[config.mk]
export PLATFORM = sky130hd
export DESIGN_NAME = csc_charger_regs
export DESIGN_NICKNAME = d
export VERILOG_FILES = /design/src/csc_pkg.sv /design/src/csc_charger_regs.sv
export SDC_FILE = /design/constraint.sdc
export NUM_CORES = 1
export LEC_CHECK = 0
export BUFFER_PORTS_ARGS = -buffer_cell sky130_fd_sc_hd__buf_2
export CAP_MARGIN = 5
export CELL_PAD_IN_SITES_DETAIL_PLACEMENT = 1
export CELL_PAD_IN_SITES_GLOBAL_PLACEMENT = 1
export CORE_ASPECT_RATIO = 2
export CORE_MARGIN = 2
export CORE_UTILIZATION = 35
export CTS_BUF_LIST = sky130_fd_sc_hd__clkbuf_8
export DETAILED_ROUTE_END_ITERATION = 10
export PLACE_DENSITY = 0.71
export RECOVER_POWER = 50
export SYNTH_ARGS = -nofsm -noshare
export SYNTH_HDL_FRONTEND = slang
export SYNTH_SLANG_ARGS = --single-unit
[constraint.sdc]
create_clock -name mclk -period 4.2 [get_ports mclk]
set_clock_uncertainty 0.05 [all_clocks]
set_input_delay 0.42 -clock mclk [delete_from_list [all_inputs] [get_ports mclk]]
set_output_delay 0.42 -clock mclk [all_outputs]
set_load 0.01 [all_outputs]
[src/csc_pkg.sv]
// constants, types and bus carriers of the charger smbus command block
package csc_pkg;

  // -----------------------------------------------------------------
  // smbus addresses and command codes
  // -----------------------------------------------------------------
  localparam logic [6:0] SMB_DEV_ADDR  = 7'h09;
  localparam logic [6:0] SMB_ARA_ADDR  = 7'h0c;
  localparam logic [7:0] ARA_REPLY     = 8'h12;
  localparam logic [7:0] CMD_STATUS    = 8'h13;
  localparam logic [7:0] CMD_CURRENT   = 8'h14;
  localparam logic [7:0] CMD_VOLTAGE   = 8'h15;
  localparam logic [7:0] CMD_ALARM     = 8'h16;
  localparam logic [7:0] CMD_VENDOR    = 8'h3c;

  // -----------------------------------------------------------------
  // field layouts and limits
  // -----------------------------------------------------------------
  localparam logic [15:0] ALARM_ACT_MASK = 16'hf000;
  localparam int          PMD_POS        = 12;
  localparam logic [15:0] VOLT_ZERO_MAX  = 16'h044f;
  localparam logic [15:0] I_MAX_GND      = 16'h03ff;
  localparam logic [15:0] I_MAX_10K      = 16'h07ff;
  localparam logic [15:0] I_MAX_33K      = 16'h0bff;
  localparam logic [15:0] I_MAX_OPEN     = 16'h0fff;
  localparam logic [15:0] V_MAX_GND      = 16'h1090;
  localparam logic [15:0] V_MAX_10K      = 16'h10d0;
  localparam logic [15:0] V_MAX_33K      = 16'h1150;
  localparam logic [15:0] V_MAX_100K     = 16'h11a0;
  localparam logic [15:0] V_MAX_OPEN     = 16'h1580;
  localparam logic [15:0] I_FULL_SCALE   = 16'h1000;
  localparam logic [15:0] PULSE_LIM      = I_FULL_SCALE >> 4;

  // -----------------------------------------------------------------
  // reset values
  // -----------------------------------------------------------------
  localparam logic        PMD_RST        = 1'b0;
  localparam logic        ALERT_RST      = 1'b1;
  localparam logic [15:0] REQ_RST        = 16'h0000;

  // -----------------------------------------------------------------
  // carriers
  // -----------------------------------------------------------------
  typedef struct packed {
    logic       scl;
    logic       sda;
    logic       sense;
    logic       supply;
    logic       permit;
    logic [1:0] ilim;
    logic [2:0] vlim;
  } csc_pins_s;

  typedef struct packed {
    logic ur;
    logic hot;
    logic cold;
    logic ovr;
  } csc_safety_s;

  typedef struct packed {
    logic adapter_on;
    logic battery_attached;
    logic power_fail;
    logic alarm_block;
    logic underrange;
    logic hot;
    logic cold;
    logic overrange;
    logic voltage_or;
    logic current_or;
    logic rsvd;
    logic level3;
    logic current_notreg;
    logic voltage_notreg;
    logic polling;
    logic charge_inhibited;
  } csc_status_s;

  typedef enum logic [4:0] {
    ST_IDLE  = 5'b00001,
    ST_RX    = 5'b00010,
    ST_ACK   = 5'b00100,
    ST_TX    = 5'b01000,
    ST_TXACK = 5'b10000
  } csc_bus_state_e;

endpackage

[src/csc_charger_regs.sv]
// smbus slave, command registers and status flags of the battery charger
`timescale 1ns/1ps
module csc_charger_regs
  import csc_pkg::*;
#(
  parameter logic [15:0] VERSION_ID  = 16'h0a05, // arbitrary value
  parameter int          I_STEP_BITS = 2,
  parameter int          V_STEP_BITS = 4
) (
  input  wire logic        mclk,                   // 10 mhz clock
  input  wire logic        srst,                   // sync reset, high
  input  wire logic        ce,                     // clock enable
  input  wire logic        scl_in,                 // smbus clock pin
  input  wire logic        sda_in,                 // smbus data pin
  output logic             sda_out,                // data drive level
  output logic             sda_oe,                 // data pull-down on
  input  wire logic        adapter_sense_input,    // sense comparator
  input  wire logic        adapter_supply_input,   // supply high enough
  input  wire logic        charge_permit_input,    // permit pin level
  input  wire logic [1:0]  current_limit_strap,    // current strap code
  input  wire logic [2:0]  voltage_limit_strap,    // voltage strap code
  input  wire logic        safety_sample_valid,    // decoder sample pulse
  input  wire csc_safety_s safety_range,           // decoded range
  output logic             alert_pulldown_output,  // alert pull-down on
  output csc_status_s      charger_status_flags,   // status word
  output logic [15:0]      current_setting,        // applied current
  output logic [15:0]      voltage_setting,        // applied voltage
  output logic             charge_enable,          // charging allowed
  output logic             low_current_pulse_mode  // pulsed mode on
);

  // -----------------------------------------------------------------
  // pin synchronisers
  // -----------------------------------------------------------------
  csc_pins_s pin_raw;
  csc_pins_s pin_meta;
  csc_pins_s pin_s;
  logic      scl_d;
  logic      sda_d;

  assign pin_raw = '{scl: scl_in, sda: sda_in,
                     sense: adapter_sense_input,
                     supply: adapter_supply_input,
                     permit: charge_permit_input,
                     ilim: current_limit_strap,
                     vlim: voltage_limit_strap};

  always_ff @(posedge mclk) begin
    if (srst) begin
      pin_meta <= '1;
      pin_s    <= '1;
      scl_d    <= 1'b1;
      sda_d    <= 1'b1;
    end else if (ce) begin
      pin_meta <= pin_raw;
      pin_s    <= pin_meta;
      scl_d    <= pin_s.scl;
      sda_d    <= pin_s.sda;
    end
  end

  wire start_det = pin_s.scl & scl_d & sda_d & ~pin_s.sda;
  wire stop_det  = pin_s.scl & scl_d & ~sda_d & pin_s.sda;
  wire scl_rise  = pin_s.scl & ~scl_d;
  wire scl_fall  = ~pin_s.scl & scl_d;

  // -----------------------------------------------------------------
  // flags and request storage
  // -----------------------------------------------------------------
  logic        adapter_on;
  logic        battery_attached;
  logic        alarm_block;
  logic        pulse_mode_disable;
  logic        alert_active;
  logic [15:0] req_current;
  logic [15:0] req_voltage;
  logic        seen_current;
  logic        seen_voltage;
  logic [1:0]  clean_cnt;
  csc_safety_s range_q;
  logic [15:0] i_max;
  logic [15:0] v_max;

  // -----------------------------------------------------------------
  // smbus engine state
  // -----------------------------------------------------------------
  csc_bus_state_e state;
  logic [7:0]     shreg;
  logic [3:0]     bitcnt;
  logic [2:0]     byte_idx;
  logic           rd_mode;
  logic           ara_mode;
  logic           tx_hi;
  logic           mack;
  logic [7:0]     cmd_reg;
  logic [7:0]     lo_reg;
  logic [15:0]    rd_word_q;
  logic           wr_stb;
  logic [15:0]    wr_word;
  logic           ara_done;

  // -----------------------------------------------------------------
  // decode
  // -----------------------------------------------------------------
  wire dev_hit = (shreg[7:1] == SMB_DEV_ADDR);
  wire ara_hit = (shreg[7:1] == SMB_ARA_ADDR) & shreg[0]
                 & alert_active;
  wire addr_hit = dev_hit | ara_hit;

  wire wr_current = wr_stb & (cmd_reg == CMD_CURRENT);
  wire wr_voltage = wr_stb & (cmd_reg == CMD_VOLTAGE);
  wire wr_alarm   = wr_stb & (cmd_reg == CMD_ALARM);
  wire wr_vendor  = wr_stb & (cmd_reg == CMD_VENDOR);

  // only the four top alarm bits block charging; the rest are dropped
  wire alarm_hit = wr_alarm & |(wr_word & ALARM_ACT_MASK);

  wire power_fail = ~pin_s.supply | ~pin_s.permit;

  wire sample_ovr = safety_sample_valid & safety_range.ovr;
  wire sample_ok  = safety_sample_valid & ~safety_range.ovr;
  // a second clean sample in a row attaches the battery
  wire attach_evt = sample_ok & ~battery_attached
                    & (clean_cnt == 2'd1);
  wire detach_evt = sample_ovr & battery_attached;

  wire next_battery = attach_evt ? 1'b1 :
                      (sample_ovr ? 1'b0 : battery_attached);

  wire alarm_clear = (seen_current & seen_voltage)
                     | ~pin_s.sense | ~next_battery;

  wire [15:0] vendor_word = VERSION_ID
                 | (16'(pulse_mode_disable) << PMD_POS);

  csc_status_s status_now;
  assign status_now = '{adapter_on: adapter_on,
                        battery_attached: battery_attached,
                        power_fail: power_fail,
                        alarm_block: alarm_block,
                        underrange: range_q.ur,
                        hot: range_q.hot,
                        cold: range_q.cold,
                        overrange: range_q.ovr,
                        voltage_or: req_voltage > v_max,
                        current_or: req_current > i_max,
                        rsvd: 1'b0,
                        level3: 1'b1,
                        current_notreg: 1'b0,
                        voltage_notreg: 1'b0,
                        polling: 1'b0,
                        charge_inhibited: 1'b0};

  wire [15:0] rd_word = (cmd_reg == CMD_STATUS) ? status_now :
                        (cmd_reg == CMD_VENDOR) ? vendor_word : 16'h0000;
  wire [7:0]  first_tx = ara_mode ? ARA_REPLY : rd_word_q[7:0];

  // -----------------------------------------------------------------
  // strap limits and clamping
  // -----------------------------------------------------------------
  assign i_max = (pin_s.ilim == 2'd0) ? I_MAX_GND :
                 (pin_s.ilim == 2'd1) ? I_MAX_10K :
                 (pin_s.ilim == 2'd2) ? I_MAX_33K : I_MAX_OPEN;

  assign v_max = (pin_s.vlim == 3'd0) ? V_MAX_GND  :
                 (pin_s.vlim == 3'd1) ? V_MAX_10K  :
                 (pin_s.vlim == 3'd2) ? V_MAX_33K  :
                 (pin_s.vlim == 3'd3) ? V_MAX_100K : V_MAX_OPEN;

  wire [15:0] i_clamp = (req_current > i_max) ? i_max : req_current;
  wire [15:0] i_apply = i_clamp & ~16'((1 << I_STEP_BITS) - 1);

  wire        v_small = (req_voltage <= VOLT_ZERO_MAX);
  wire [15:0] v_clamp = (req_voltage > v_max) ? v_max : req_voltage;
  wire [15:0] v_apply = v_small ? 16'h0000
                        : (v_clamp & ~16'((1 << V_STEP_BITS) - 1));

  // charging needs an attached battery and no blocking condition
  wire chg_ok = battery_attached & ~alarm_block & ~power_fail
                & adapter_on & (i_apply != 16'h0000)
                & (v_apply != 16'h0000);

  // -----------------------------------------------------------------
  // smbus slave engine
  // -----------------------------------------------------------------
  always_ff @(posedge mclk) begin
    if (srst) begin
      state     <= ST_IDLE;
      shreg     <= 8'h00;
      bitcnt    <= 4'h0;
      byte_idx  <= 3'h0;
      rd_mode   <= 1'b0;
      ara_mode  <= 1'b0;
      tx_hi     <= 1'b0;
      mack      <= 1'b0;
      cmd_reg   <= 8'h00;
      lo_reg    <= 8'h00;
      rd_word_q <= 16'h0000;
      wr_stb    <= 1'b0;
      wr_word   <= 16'h0000;
      ara_done  <= 1'b0;
      sda_oe    <= 1'b0;
      sda_out   <= 1'b0;
    end else if (ce) begin
      wr_stb   <= 1'b0;
      ara_done <= 1'b0;
      if (start_det) begin
        state    <= ST_RX;
        bitcnt   <= 4'h0;
        byte_idx <= 3'h0;
        sda_oe   <= 1'b0;
      end else if (stop_det) begin
        state  <= ST_IDLE;
        sda_oe <= 1'b0;
      end else begin
        case (state)
          ST_RX: begin
            if (scl_rise) begin
              shreg  <= {shreg[6:0], pin_s.sda};
              bitcnt <= bitcnt + 4'h1;
            end else if (scl_fall && bitcnt == 4'h8) begin
              bitcnt   <= 4'h0;
              byte_idx <= byte_idx + 3'h1;
              if (byte_idx == 3'h0) begin
                if (addr_hit) begin
                  rd_mode   <= shreg[0];
                  ara_mode  <= ara_hit;
                  tx_hi     <= 1'b0;
                  rd_word_q <= rd_word;
                  sda_oe    <= 1'b1;
                  state     <= ST_ACK;
                end else begin
                  state <= ST_IDLE;
                end
              end else if (byte_idx <= 3'h3) begin
                if (byte_idx == 3'h1) begin
                  cmd_reg <= shreg;
                end
                if (byte_idx == 3'h2) begin
                  lo_reg <= shreg;
                end
                if (byte_idx == 3'h3) begin
                  wr_stb  <= 1'b1;
                  wr_word <= {shreg, lo_reg};
                end
                sda_oe <= 1'b1;
                state  <= ST_ACK;
              end else begin
                state <= ST_IDLE;
              end
            end
          end
          ST_ACK: begin
            if (scl_fall) begin
              bitcnt <= 4'h0;
              if (rd_mode) begin
                shreg  <= first_tx;
                sda_oe <= ~first_tx[7];
                state  <= ST_TX;
              end else begin
                sda_oe <= 1'b0;
                state  <= ST_RX;
              end
            end
          end
          ST_TX: begin
            if (scl_rise) begin
              // a released one seen low means another sender won
              if (shreg[7] && !pin_s.sda) begin
                sda_oe <= 1'b0;
                state  <= ST_IDLE;
              end else begin
                bitcnt <= bitcnt + 4'h1;
              end
            end else if (scl_fall) begin
              if (bitcnt == 4'h8) begin
                sda_oe <= 1'b0;
                state  <= ST_TXACK;
              end else begin
                shreg  <= {shreg[6:0], 1'b0};
                sda_oe <= ~shreg[6];
              end
            end
          end
          ST_TXACK: begin
            if (scl_rise) begin
              mack     <= ~pin_s.sda;
              ara_done <= ara_mode;
            end else if (scl_fall) begin
              if (mack && !ara_mode && !tx_hi) begin
                tx_hi  <= 1'b1;
                bitcnt <= 4'h0;
                shreg  <= rd_word_q[15:8];
                sda_oe <= ~rd_word_q[15];
                state  <= ST_TX;
              end else begin
                state <= ST_IDLE;
              end
            end
          end
          default: begin
            state  <= ST_IDLE;
            sda_oe <= 1'b0;
          end
        endcase
      end
    end
  end

  // -----------------------------------------------------------------
  // safety signal flags
  // -----------------------------------------------------------------
  // the decoder reports underrange only below its low trip point, so
  // the flag is its sample taken as is; sample pacing when unpowered
  // is the decoder's and may lag attach as allowed
  always_ff @(posedge mclk) begin
    if (srst) begin
      range_q          <= '0;
      battery_attached <= 1'b0;
      clean_cnt        <= 2'd0;
    end else if (ce) begin
      if (safety_sample_valid) begin
        range_q <= safety_range;
      end
      battery_attached <= next_battery;
      if (sample_ovr) begin
        clean_cnt <= 2'd0;
      end else if (sample_ok && clean_cnt != 2'd2) begin
        clean_cnt <= clean_cnt + 2'd1;
      end
    end
  end

  // -----------------------------------------------------------------
  // requests, alarm block and vendor mode
  // -----------------------------------------------------------------
  // supply faults only gate charging; the stored requests survive
  always_ff @(posedge mclk) begin
    if (srst) begin
      req_current        <= REQ_RST;
      req_voltage        <= REQ_RST;
      seen_current       <= 1'b0;
      seen_voltage       <= 1'b0;
      alarm_block        <= 1'b0;
      pulse_mode_disable <= PMD_RST;
      adapter_on         <= 1'b0;
    end else if (ce) begin
      adapter_on <= pin_s.sense;
      if (detach_evt) begin
        req_current <= REQ_RST;
        req_voltage <= REQ_RST;
      end else begin
        if (wr_current) begin
          req_current <= wr_word;
        end
        if (wr_voltage) begin
          req_voltage <= wr_word;
        end
      end
      if (alarm_hit) begin
        alarm_block  <= 1'b1;
        seen_current <= 1'b0;
        seen_voltage <= 1'b0;
      end else begin
        seen_current <= seen_current | wr_current;
        seen_voltage <= seen_voltage | wr_voltage;
        if (alarm_clear) begin
          alarm_block <= 1'b0;
        end
      end
      if (wr_vendor) begin
        pulse_mode_disable <= wr_word[PMD_POS];
      end
    end
  end

  // -----------------------------------------------------------------
  // alert line and outputs
  // -----------------------------------------------------------------
  wire alert_evt = (pin_s.sense != adapter_on)
                   | (next_battery != battery_attached)
                   | (alarm_hit & ~alarm_block);

  always_ff @(posedge mclk) begin
    if (srst) begin
      alert_active           <= ALERT_RST;
      alert_pulldown_output  <= ALERT_RST;
      charger_status_flags   <= '0;
      current_setting        <= REQ_RST;
      voltage_setting        <= REQ_RST;
      charge_enable          <= 1'b0;
      low_current_pulse_mode <= 1'b0;
    end else if (ce) begin
      // a new event in the release cycle keeps the line pulled
      if (alert_evt) begin
        alert_active          <= 1'b1;
        alert_pulldown_output <= 1'b1;
      end else if (ara_done) begin
        alert_active          <= 1'b0;
        alert_pulldown_output <= 1'b0;
      end
      charger_status_flags <= status_now;
      current_setting      <= chg_ok ? i_apply : REQ_RST;
      voltage_setting      <= chg_ok ? v_apply : REQ_RST;
      charge_enable        <= chg_ok;
      low_current_pulse_mode <= chg_ok & ~pulse_mode_disable
                                & (i_apply < PULSE_LIM);
    end
  end

endmodule // csc_charger_regs

==> impl_metrics.ini, run 1 <==
[floorplan]
die-area_mm2 = 0.02364
start_util = 0.3547
core_area_mm2 = 0.02206
rows = 77
io_pins = 71
die_h_um = 215.5
die_w_um = 109.7

[timing]
max_freq_ghz = 0.2911
tightest_slew_ns = 1.701
timing.final.ws_setup_ns = 0.7651
hold_violations = 0
fin_tns_setup_ns = 0
slew_headroom = -0.1342
rsz0062_at_grt = no
fin_crit_ns = 3.435
final_max_slew_viol_count = 60
setup_viol = 0
finalCritPeriodShare = 0.8178

[flow_run]
cap_violations = 2

[min_path]
hold_depth = 3
min_path_type = input port to register
hp-start = charge_permit_input

[global_routing]
grt_max_degree = 65
overflow = 0
antenna_found_initial = 0
grt_pass1_wl_mm = 35.38
grt_pass1_vias = 6698
grt_usage = 0.1953

[power]
p_leak_nw = 3.299
power_density_mw_per_mm2 = 369.1
vdd.ir_drop.worst_uv = 223.8
total_power_mw = 3.190

[setup_path]
crit_path_frequent_cell = clkbuf_1
worstPathArrival_ns = 3.80
path_cells = clkbuf_1 > clkbuf_1 > nand4b_1 > or3_1 > a21oi_1 > o41ai_1 > clkbuf_1 > nor2_1 > a22o_1
r2r_start = pin_s[9]
slowest_delay_ns = 1.26
crit_path_end_kind = register
cp_max_fo = 30
crit_start = ce
crit_type = input port to register
required_ns = 4.56
crit_slowest_cell = clkbuf_1
critPathLaunchType = input port
reg2reg_depth = 9

[yosys]
synth_area_mm2 = 0.007825
netlist_top_cells_area = dfxtp_1, mux2i_1, nor2_1
ys_seq_area_frac = 0.4528
syn_inst = 880
yosysWarnings = 0
syn_avg_cell_area_um2 = 8.892
synth_cell_types = 69
postSynth.asyncResetShare = 0
synth-edff-count = 0
synth_top_flop_cell = dfxtp_1
synth.top_cells.by_count = dfxtp_1, nor2_1, nand2_1, mux2i_1, a21oi_1
ys_ff_latch = 177
yosysTopAreaCellShare = 0.4528
synth_most_common_cell = dfxtp_1
synth_top_cell_by_area = dfxtp_1

[clock_network]
root_buffer = clkbuf_8
clk_pin_slew_ns = 0.10
tritoncts = yes
htreeDepth = 4
clkLatencyLatePin_ns = 0.48
cts.path.max_buffers = 2
cts_setup_buffers = 0
cts_resized = 0
holdBufCountCts = 0
clock_sinks = 177
cts-buffers-inserted = 17

[final_layout]
final_cells = 1204
regArea_mm2 = 0.003543
area.growth.synth_to_final_pct = 10.44
fill_cells = 2637
diodes = 0
nets = 953
drive_above_1_share = 0.1002
final_cell_area_mm2 = 0.008642
multi_input_area_mm2 = 0.003895
reg_top3 = req_current: 16 flops, req_voltage: 16 flops, wr_word: 16 flops

[run_status]
status = finished with violations
violations = capacitance limit, slew limit

[detailed_routing]
via_count = 6503
drc = 0
wl_per_cell_um = 18.52
wl_mm = 22.30
drt_pre_antenna_iters = 5
detail-route-antenna-nets = 0
drtIter0Drc = 356
routed_via_density = 5.401

[place]
place_congestion = 0.8806
port_buffers = 58
post-place-ws_ns = 1.006
dp.cells = 1172
place_hpwl_mm = 16.47
place_area_mm2 = 0.008267
power breakdown:
part	switching, mW	leakage, nW	internal (mW)
Clock	0.636	0.223	0.697
Sequential	0.0183	1.43	1.70
Combinational	0.0982	1.64	0.0442
Total	0.753	3.30	2.44
per-layer routing:
metal	share of wire	wire [um]	track usage	vias to the layer above
met3	0.023	511	0.03322	49
li1	-	-	-	3138
met5	0	0	0	-
met4	0.044	973	0.09958	0
met1	0.36	8043	0.1885	3204
met2	0.57	12770	0.3780	112
worst paths after layout:
check,slack (ns),end
setup reg to reg,1.04,rd_word_q[12]
hold reg to reg,0.39,current_setting[4]
setup / recovery,0.77,voltage_setting[9]
hold / removal,0.11,pin_meta[5]
kinds of logic (layout without fill, tap and decap cells):
kind of cell / Yosys count / in the layout / share of synthesized area
and+or+nand+nor: 345 / 345 / 0.2128
AOI/OAI and AO/OA: 184 / 184 / 0.1655
DFF: 177 / 177 / 0.4528
buffers and inverters: 89 / 126 / 0.05468
muxes: 58 / 58 / 0.07499
adders and majority gates: 20 / 20 / 0.03198
xor gates and xnor gates: 6 / 6 / 0.006716
other: 1 / 12 / 0.0004792
cell usage in the layout (no fill, tap or decap), types with 10 or more instances in the layout:
master,count
nand3_1,28
dfxtp_1,177
nor2_1,110
conb_1,12
a22oi_1,38
o21ai_0,29
a21oi_1,44
inv_1,25
nor2_2,10
ha_1,20
clkbuf_8,20
buf_2,15
nor3_1,13
mux2i_1,53
nand2_1,105
clkbuf_1,46
critical path, delay by kind of cell:
family                 cells  cell delay (ns)
AO/OA/AOI/OAI              3             0.80
buffers and inverters      3             1.79
AND/OR/NAND/NOR            3             0.77
final cells by class:
class	instances	share of cell area
timing repair buffer	70	0.03648
inverter	24	0.01042
multi-input combinational	625	0.4507
tap	276	0.03996
clock inverter	12	0.02056
sequential	177	0.4100
clock buffer	20	0.03185
per-stage QoR:
step	utilization	hold WS [ns]
after floorplan	-	0.3721
final	0.3917	0.1066
after CTS	0.3952	0.08220
after detailed placement	0.3747	0.3808
after global placement	0.3747	0.3692
after global routing	0.3917	0.09450
Note: power is estimated with default switching activity, not from simulation.
==> run 2, diff against run 1 <==
==> constraint.sdc (replaced) <==
create_clock -name mclk -period 3.47 [get_ports mclk]
set_clock_uncertainty 0.05 [all_clocks]
set_input_delay 0.347 -clock mclk [delete_from_list [all_inputs] [get_ports mclk]]
set_output_delay 0.347 -clock mclk [all_outputs]
set_load 0.01 [all_outputs]
==> impl_metrics.ini, run 2 (synthesis gave the netlist of run 1 again) <==
[floorplan]
die_w_um = 109.7
core_area_mm2 = 0.02206
die_h_um = 215.5
io_pins = 71
rows = 77
start_util = 0.3547
die-area_mm2 = 0.02364

[global_routing]
grt_pass1_wl_mm = 36.13
grt_pass1_vias = 6723
grt_usage = 0.2013
grt_max_degree = 66
overflow = 0
antenna_found_initial = 0

[setup_path]
path_cells = buf_4 > clkbuf_1 > nor2_2 > buf_4 > a22o_1
cp_num_cells = 5
r2r_slack_ns = 0.56
cp.buffers_inverters = 3
critical-path-top-delay-family = buffers and inverters
reg2reg_depth = 8
crit_path_end_kind = register
worstPathArrival_ns = 3.26
critPathLaunchType = input port
r2r_start = pin_s[9]
cp-endpoint = voltage_setting[11]
crit_type = input port to register
cp_max_fo = 65
crit_path_frequent_cell = buf_4
crit_start = srst
required_ns = 3.81
crit_slowest_cell = clkbuf_1
reg2reg_to = wr_word[10]
slowest_delay_ns = 2.29

[power]
power_density_mw_per_mm2 = 443.0
vdd.ir_drop.worst_uv = 246.6
p_leak_nw = 3.365
total_power_mw = 3.871

[clock_network]
clk_pin_slew_ns = 0.10
clock_sinks = 177
tritoncts = yes
cts_resized = 0
root_buffer = clkbuf_8
cts-buffers-inserted = 17
cts.path.max_buffers = 2
cts_setup_buffers = 0
clkLatencyLatePin_ns = 0.49
holdBufCountCts = 3
htreeDepth = 4

[final_layout]
area.growth.synth_to_final_pct = 11.67
fill_cells = 2626
diodes = 0
reg_top3 = req_current: 16 flops, req_voltage: 16 flops, wr_word: 16 flops
layout_common_cells = dfxtp_1, nor2_1, nand2_1, mux2i_1, clkbuf_1
nets = 964
mostFrequentLayoutCell = dfxtp_1
multi_input_area_mm2 = 0.003905
regArea_mm2 = 0.003543
drive_above_1_share = 0.1097

[flow_run]
cap_violations = 2

[detailed_routing]
wl_mm = 22.95
wl_per_cell_um = 18.88
via_count = 6537
detail-route-antenna-nets = 0
drc = 0
drtIter0Drc = 331
drt_pre_antenna_iters = 4
routed_via_density = 5.380

[run_status]
status = finished with violations
violations = capacitance limit, slew limit

[place]
post-place-ws_ns = 0.7339
port_buffers = 58
place_congestion = 0.8744
place_hpwl_mm = 16.98

[timing]
slew_headroom = -1.159
rsz0062_at_grt = no
final_max_slew_viol_count = 104
hold_violations = 0
hold_ws_ns = 0.03079
timing.final.ws_setup_ns = 0.5496
tightest_slew_ns = 3.238
fin_crit_ns = 2.920
max_freq_ghz = 0.3424
fin_tns_setup_ns = 0
setup_viol = 0
finalCritPeriodShare = 0.8416

[min_path]
hp-start = scl_in
min_path_type = input port to register
run 2: changes by cell type in the layout (fill, tap and decap cells not counted), sizes merged:
cell         delta
clkbuf          -1
clkinvlp        -2
dlygate4sd3     +3
buf             +7
clkinv          +4
run 2: report_power, final:
| group | internal [mW] | switching, mW | total (mW) |
|---|---|---|---|
| combinational | 0.0590 | 0.122 | 0.181 |
| clock | 0.816 | 0.799 | 1.61 |
| sequential | 2.05 | 0.0225 | 2.07 |
run 2: cell type report:
cell class,count,share of cell area
multi-input cells,625,0.4469
flip-flops and latches,177,0.4055
repair buffers,81,0.04596
well taps,276,0.03952
clock buffers,18,0.02835
clock inverters,14,0.02348
inverters,24,0.01031
run 2: per-stage QoR:
stage                       util  cells  area (um2)
after floorplan                -    891        7866
after global placement    0.3774   1180        8327
after detailed placement  0.3774   1180        8327
after CTS                 0.3993   1215        8810
after global routing      0.3961   1215        8738
final                     0.3961   1215        8738
run 2: routing by layer:
layer	vias to the layer above	global-route usage	routed length (um)
met4	0	0.09409	994
met3	54	0.03654	586
met2	126	0.3932	13250
met1	3191	0.1931	8114
li1	3166	-	-
met5	-	0	0
run 2: worst min path at each step:
stage | end | slack (ns) | cells past startpoint
finish | pin_meta[9] | 0.03 | 3
floorplan | seen_current | 0.37 | 2
global route | pin_meta[5] | 0.01 | 3
detailed placement | current_setting[2] | 0.38 | 2
global placement | current_setting[3] | 0.37 | 2
CTS | pin_meta[9] | 0.002 | 3
run 2: tightest hold or removal path: stages:
cell and delay, ns:
buf_2 0.08, mux2i_1 0.06, nand2_1 0.06
